File: src/rtl/dmsso_regs.vh
// constants for the data-memory set / skip execution block
// assumes inclusion by the execution unit file only; definitions only
`ifndef DMSSO_REGS_VH
`define DMSSO_REGS_VH
`define DMSSO_OP_NONE 3'h0
`define DMSSO_OP_SET_BYTE 3'h1
`define DMSSO_OP_SET_BIT 3'h2
`define DMSSO_OP_INC_MEM_SKIP 3'h3
`define DMSSO_OP_INC_ACCUM_SKIP 3'h4
`define DMSSO_OP_SKIP_BIT_NZ 3'h5
`define DMSSO_ALL_ONES 8'hFF
`define DMSSO_ONE 8'h01
`define DMSSO_ZERO 8'h00
`define DMSSO_ACCUM_RESET 8'h00
`define DMSSO_SKIP_CYCLES 2'h3
`define DMSSO_PLAIN_CYCLES 2'h2
`endif

File: src/rtl/dmsso_data_mem.v
// small data memory, 256 bytes, registered read data
// assumes single clock; one read and one write port
`timescale 1ns/1ps
module dmsso_data_mem (
   input wire clk,
   input wire [7:0] rdAddr,
   output reg [7:0] rdData,
   input wire wrEn,
   input wire [7:0] wrAddr,
   input wire [7:0] wrData
);
   reg [7:0] memArray [0:255];
   always @(posedge clk) begin
      if (wrEn) begin
         memArray[wrAddr] <= wrData;
      end
      rdData <= memArray[rdAddr];
   end
endmodule

File: src/rtl/dmsso_exec.v
// execution unit for set, bit-set, increment-skip and bit-test-skip ops
// assumes the decoder holds opCode/memAddr/bitSel with start; memory not reset
`timescale 1ns/1ps
`include "dmsso_regs.vh"
// Function
// - whole-byte set writes all ones to the addressed byte
// - bit set forces chosen bit to one, others kept
// - increment byte, write back, skip next when sum is zero
// - taken skip adds a dummy cycle, three cycles total
// - accumulator variant puts sum in accumulator, memory untouched, skip on zero
// - non-zero result means no skip, next instruction runs
// - none of these operations touch status flags
// - bit test skips when chosen bit is set, memory unchanged
module dmsso_exec (
   input wire clk,
   input wire srst,
   input wire start,
   input wire [2:0] opCode,
   input wire [7:0] memAddr,
   input wire [2:0] bitSel,
   input wire [7:0] dbgAddr,
   output wire [7:0] dbgData,
   output wire busy,
   output wire done,
   output reg skipTaken,
   output reg discardNext,
   output reg [1:0] cycleCount,
   output reg [7:0] accumulator,
   output reg accumulatorWrite
);
   // binary state codes; only a taken skip visits the dummy state
   localparam [1:0] ST_IDLE = 2'h0;
   localparam [1:0] ST_READ = 2'h1;
   localparam [1:0] ST_WRITE = 2'h2;
   localparam [1:0] ST_DUMMY = 2'h3;

   // control registers and their next values
   reg [1:0] state_reg;
   reg [1:0] state_next;
   reg [2:0] op_reg;
   reg [2:0] op_next;
   reg [7:0] addr_reg;
   reg [7:0] addr_next;
   reg [2:0] bit_reg;
   reg [2:0] bit_next;
   // next values of the registered outputs
   reg [7:0] accumulator_next;
   reg accumulatorWrite_next;
   reg skipTaken_next;
   reg discardNext_next;
   reg [1:0] cycleCount_next;
   // execute-stage signals
   reg wrEn;
   reg [7:0] wrData;
   reg skipNow;
   wire [7:0] rdData;
   wire [7:0] incSum;
   wire sumZero;
   wire [7:0] bitMask;
   wire bitHit;
   wire [7:0] rdAddr;
   wire accept;
   genvar g;

   // only idle takes a request; a start while busy or with no op is dropped
   assign accept = (state_reg == ST_IDLE) && start && (opCode != `DMSSO_OP_NONE);
   // the read port doubles as a debug peek while idle and not starting
   assign rdAddr = (state_reg == ST_IDLE) ? (start ? memAddr : dbgAddr) : addr_reg;
   assign dbgData = rdData;
   // eight-bit wrap: all ones plus one gives zero, which is the skip case
   assign incSum = rdData + `DMSSO_ONE;
   assign sumZero = (incSum == `DMSSO_ZERO);
   assign bitHit = |(rdData & bitMask);
   assign busy = (state_reg != ST_IDLE);
   assign done = ((state_reg == ST_WRITE) && !skipNow) || (state_reg == ST_DUMMY);

   // one-hot mask, one compare per bit position
   // a compare per bit keeps a variable shifter out of the data path
   generate
      for (g = 0; g < 8; g = g + 1) begin : gen_mask
         assign bitMask[g] = ({29'h0, bit_reg} == g);
      end
   endgenerate

   // write address comes from the latched address, never from the live port
   dmsso_data_mem u_mem (
      .clk(clk),
      .rdAddr(rdAddr),
      .rdData(rdData),
      .wrEn(wrEn),
      .wrAddr(addr_reg),
      .wrData(wrData)
   );

   // execute stage: memory data is valid while in the write state
   always @* begin
      wrEn = 1'h0;
      wrData = rdData;
      skipNow = 1'h0;
      if (state_reg == ST_WRITE) begin
         case (op_reg)
            `DMSSO_OP_SET_BYTE: begin
               wrEn = 1'h1;
               wrData = `DMSSO_ALL_ONES;
            end
            `DMSSO_OP_SET_BIT: begin
               wrEn = 1'h1;
               wrData = rdData | bitMask;
            end
            `DMSSO_OP_INC_MEM_SKIP: begin
               wrEn = 1'h1;
               wrData = incSum;
               skipNow = sumZero;
            end
            `DMSSO_OP_INC_ACCUM_SKIP: begin
               // memory stays as it was; only the accumulator takes the sum
               wrEn = 1'h0;
               skipNow = sumZero;
            end
            `DMSSO_OP_SKIP_BIT_NZ: begin
               wrEn = 1'h0;
               skipNow = bitHit;
            end
            default: begin
               skipNow = 1'h0;
            end
         endcase
      end
   end

   // sequencer; the dummy state fills the slot of the discarded instruction
   always @* begin
      state_next = state_reg;
      case (state_reg)
         ST_IDLE: begin
            if (accept) begin
               state_next = ST_READ;
            end
         end
         ST_READ: begin
            state_next = ST_WRITE;
         end
         ST_WRITE: begin
            state_next = skipNow ? ST_DUMMY : ST_IDLE;
         end
         ST_DUMMY: begin
            // next fetch overlaps this cycle; its result is thrown away
            state_next = ST_IDLE;
         end
         default: begin
            state_next = ST_IDLE;
         end
      endcase
   end

   // operand capture, only when a request is really taken
   always @* begin
      op_next = op_reg;
      addr_next = addr_reg;
      bit_next = bit_reg;
      if (accept) begin
         op_next = opCode;
         addr_next = memAddr;
         bit_next = bitSel;
      end
   end

   // result side; pulses last one cycle, the count holds until the next op
   always @* begin
      accumulator_next = accumulator;
      accumulatorWrite_next = 1'h0;
      skipTaken_next = 1'h0;
      discardNext_next = 1'h0;
      cycleCount_next = cycleCount;
      if (state_reg == ST_WRITE) begin
         if (op_reg == `DMSSO_OP_INC_ACCUM_SKIP) begin
            accumulator_next = incSum;
            accumulatorWrite_next = 1'h1;
         end
         if (skipNow) begin
            skipTaken_next = 1'h1;
            discardNext_next = 1'h1;
         end else begin
            cycleCount_next = `DMSSO_PLAIN_CYCLES;
         end
      end
      if (state_reg == ST_DUMMY) begin
         cycleCount_next = `DMSSO_SKIP_CYCLES;
      end
   end

   // control state; memory contents are deliberately left out of reset
   always @(posedge clk) begin
      if (srst) begin
         state_reg <= ST_IDLE;
         op_reg <= `DMSSO_OP_NONE;
         addr_reg <= 8'h00;
         bit_reg <= 3'h0;
      end else begin
         state_reg <= state_next;
         op_reg <= op_next;
         addr_reg <= addr_next;
         bit_reg <= bit_next;
      end
   end

   // no status flag register lives here, so none can change
   always @(posedge clk) begin
      if (srst) begin
         accumulator <= `DMSSO_ACCUM_RESET;
         accumulatorWrite <= 1'h0;
         skipTaken <= 1'h0;
         discardNext <= 1'h0;
         cycleCount <= 2'h0;
      end else begin
         accumulator <= accumulator_next;
         accumulatorWrite <= accumulatorWrite_next;
         skipTaken <= skipTaken_next;
         discardNext <= discardNext_next;
         cycleCount <= cycleCount_next;
      end
   end
endmodule

File: config.mk
export PLATFORM = sky130hd
export DESIGN_NAME = dmsso_exec
export DESIGN_NICKNAME = d
export VERILOG_FILES = /design/src/rtl/dmsso_data_mem.v /design/src/rtl/dmsso_exec.v
export VERILOG_INCLUDE_DIRS = /design/src /design/src/rtl
export SDC_FILE = /design/constraint.sdc
export NUM_CORES = 2
export LEC_CHECK = 0
export ABC_AREA = 1
export ABC_CLOCK_PERIOD_IN_PS = 31900
export BUFFER_PORTS_ARGS = -buffer_cell sky130_fd_sc_hd__buf_2
export CAP_MARGIN = 5
export CELL_PAD_IN_SITES_DETAIL_PLACEMENT = 1
export CELL_PAD_IN_SITES_GLOBAL_PLACEMENT = 2
export CORE_ASPECT_RATIO = 0.7
export CORE_MARGIN = 4
export CORE_UTILIZATION = 46
export DETAILED_ROUTE_END_ITERATION = 10
export MAX_ROUTING_LAYER = met4
export PLACE_DENSITY_LB_ADDON = 0.1
export SETUP_SLACK_MARGIN = 0.2
export SYNTH_ARGS = -nofsm -noshare
export SYNTH_HDL_FRONTEND = slang
export SYNTH_SLANG_ARGS = --single-unit
File: constraint.sdc
create_clock -name clk -period 31.9 [get_ports clk]
set_input_delay 4.785 -clock clk [delete_from_list [all_inputs] [get_ports clk]]
set_output_delay 4.785 -clock clk [all_outputs]
set_load 0.02 [all_outputs]
==> metrics.txt <==
ratio of cells with drive above 1 in the final layout 5.27%; HPWL Detailed 171000 um; FF+latch count, synth 2084; leakage 40.7 nW; Worst Setup End Kind flop; Hold Worst Slack 471 ps; Worst-path clk slew 60 ps; worst hold path class reg -> reg; CP max FO 71; Yosys warning count 0; row count 136; minimum clock period after layout 9630 ps; Max Clock Freq 0.104 GHz; vias in the first global route 64612; DR vias/cell 5.55; Post-synth EDFFs 2048; Int Power 0.00572 W; IO Pins 48; Max VDD drop 92.0 uV; setup slack after placement 21620 ps; total number of vias 64058; DRC Markers 0; asr flop ratio synth 0%; Slowest cell on crit path buf_4; post-synth cell types 34; Initial DRT Pass Iterations 6; CTS Sinks 2084; first-pass GRT wire length 438000 um; max-cap violation count 0; most frequent cells in the layout nand2_1, edfxtp_1, nand3_1, inv_1, nor2_1; Die Y 381 um; most frequent CP cell nand3_1; hold_buf cts 0; register area share after synthesis 68.0%; area of the mapped netlist 91600 um2; critical path class in -> reg; Final period util 30.2%; total power draw 0.0103 W; die area 206000 um2; Chip Width 541 um; fin nets 8773; syn nets 8899; max_slew headroom 12.5%; GP Congestion 0.849; leading cell type in the layout, fill and taps excluded nand2_1; Setup-failing EPs final 0; PnR worst setup slack 22270 ps; Routed WL 298000 um; count of buffers from port buffering 47; CTS tree yes; Avg WL per Cell 25.8 um; highest cell delay on the worst timing path 940 ps; sequential share of power 33.9%; Critical Path, Cell by Cell buf_2 > inv_4 > nand2_1 > nand3_1 > nand2_8 > buf_4 > buf_4 > buf_4 > nand3_1 > nand3_1 > nand3_1 > nand3_1 > nand3_1 > nand3_1 > nand3_1 > nand2_1; core area 197000 um2; kind of start point of the critical path input port; Worst Max-Slew Pin Slew 1310 ps; Clock Latency Late Sink 860 ps; Logic pwr share 42.5%; largest net degree at the start of global routing 183; Avg Cell Area, Syn 10.3 um2; Slew Limit Fails 0; Area growth, synth to finish 9.33%; Syn Inst Count 8872; switching portion of total power 44.2%; hold violation count in the final report 0; Biggest register u_mem.memArray; clock power share 23.6%; Setup TNS 0 ps; Max Root-Sink Buffers 4; CTS H-tree lvls 4; postcts setup bufs 0; status complete, no violations; Post-CTS Resized 0; gr usage total 29.3%; setup repair after global routing missed its margin false; Layout Utilization 50.8%; initial antenna violation count 9; CTS buffer count 213; clk root buf clkbuf_16; Initial Utilization 46.5%; Critical Path RT 32680 ps; Synth Flop Type edfxtp_1; Pwr Density 102 nW/um2; skew final 36.3 ps; max reg flops 2048; violation count after the first detailed-routing iteration 6541; GRT overflow 0; Sw Pwr 0.00454 W; Final ANT Viol Nets 0; data arrival time of the worst path 10400 ps
## power by group through the flow
stage | Sequential [W] | Clock (W) | Combinational, W
final | 0.00348 | 0.00242 | 0.00436
after global routing | 0.00348 | 0.00257 | 0.00467
after CTS | 0.00348 | 0.00245 | 0.00433
after detailed placement | 0.00354 | 0 | 0.00431
after global placement | 0.00354 | 0 | 0.00427
after floorplan | 0.00373 | 0 | 0.00259
## final timing paths
kind / slack (ps) / startpoint / cells after the start / end
setup / recovery: 22270 / start / 16 / u_mem.rdData[1]
hold / removal: 470 / cycleCount[1] / 2 / cycleCount[1]
setup reg to reg: 25450 / state_reg[1] / 14 / u_mem.rdData[1]
hold reg to reg: 470 / cycleCount[1] / 2 / cycleCount[1]
## cell families (layout without fill, tap and decap cells)
group,after synthesis,count (layout),synth area share (%)
compound gates,177,177,1.18
xor+xnor,6,6,0.0574
fa+ha+maj,2,2,0.0273
buf+inv,2126,2166,9.62
flops,2084,2084,68.0
other cells,0,4,0
simple gates,4477,4477,21.2
## routing by layer
metal  vias to the layer above  share of wire (%)  GRT usage [%]
li1                      28803                  -              -
met3                       437                6.7           4.09
met4                         0                2.9           7.67
met1                     32732                 45           41.9
met5                         -                  0              -
met2                      2086                 45           44.1
## worst max-delay path, delay by kind of cell
kind	cells	cell delay, ps
buffers and inverters	5	2980
AND/OR/NAND/NOR	11	2240
## cells in the mapped netlist (18+ instances only)
cell type | instances | area share (%)
nand3_1 | 1856 | 10
buf_1 | 36 | 0.15
clkbuf_1 | 109 | 0.45
inv_1 | 1624 | 6.7
buf_4 | 73 | 0.60
dfxtp_1 | 36 | 0.79
nand2_1 | 2252 | 9.2
nand3b_1 | 48 | 0.39
buf_6 | 31 | 0.38
buf_2 | 248 | 1.4
o21ai_0 | 77 | 0.42
a21oi_1 | 18 | 0.098
o211ai_1 | 66 | 0.54
nor2_1 | 292 | 1.2
edfxtp_1 | 2048 | 67
## cell type report
class	count	area, um2
multi-input combinational	4662	20800
timing repair buffer	157	1130
sequential	2084	62200
clock buffer	260	5630
clock inverter	121	866
antenna	4	10.0
inverter	1628	6140
fill	21334	96900
tap	2622	3280
## metrics by stage
stage	cells	cell area (um2)
after floorplan	8872	91600
after global placement	11152	93600
after detailed placement	11153	93600
after CTS	11534	100000
after global routing	11538	100000
final	11538	100000
(Power assumes the default switching activity.)
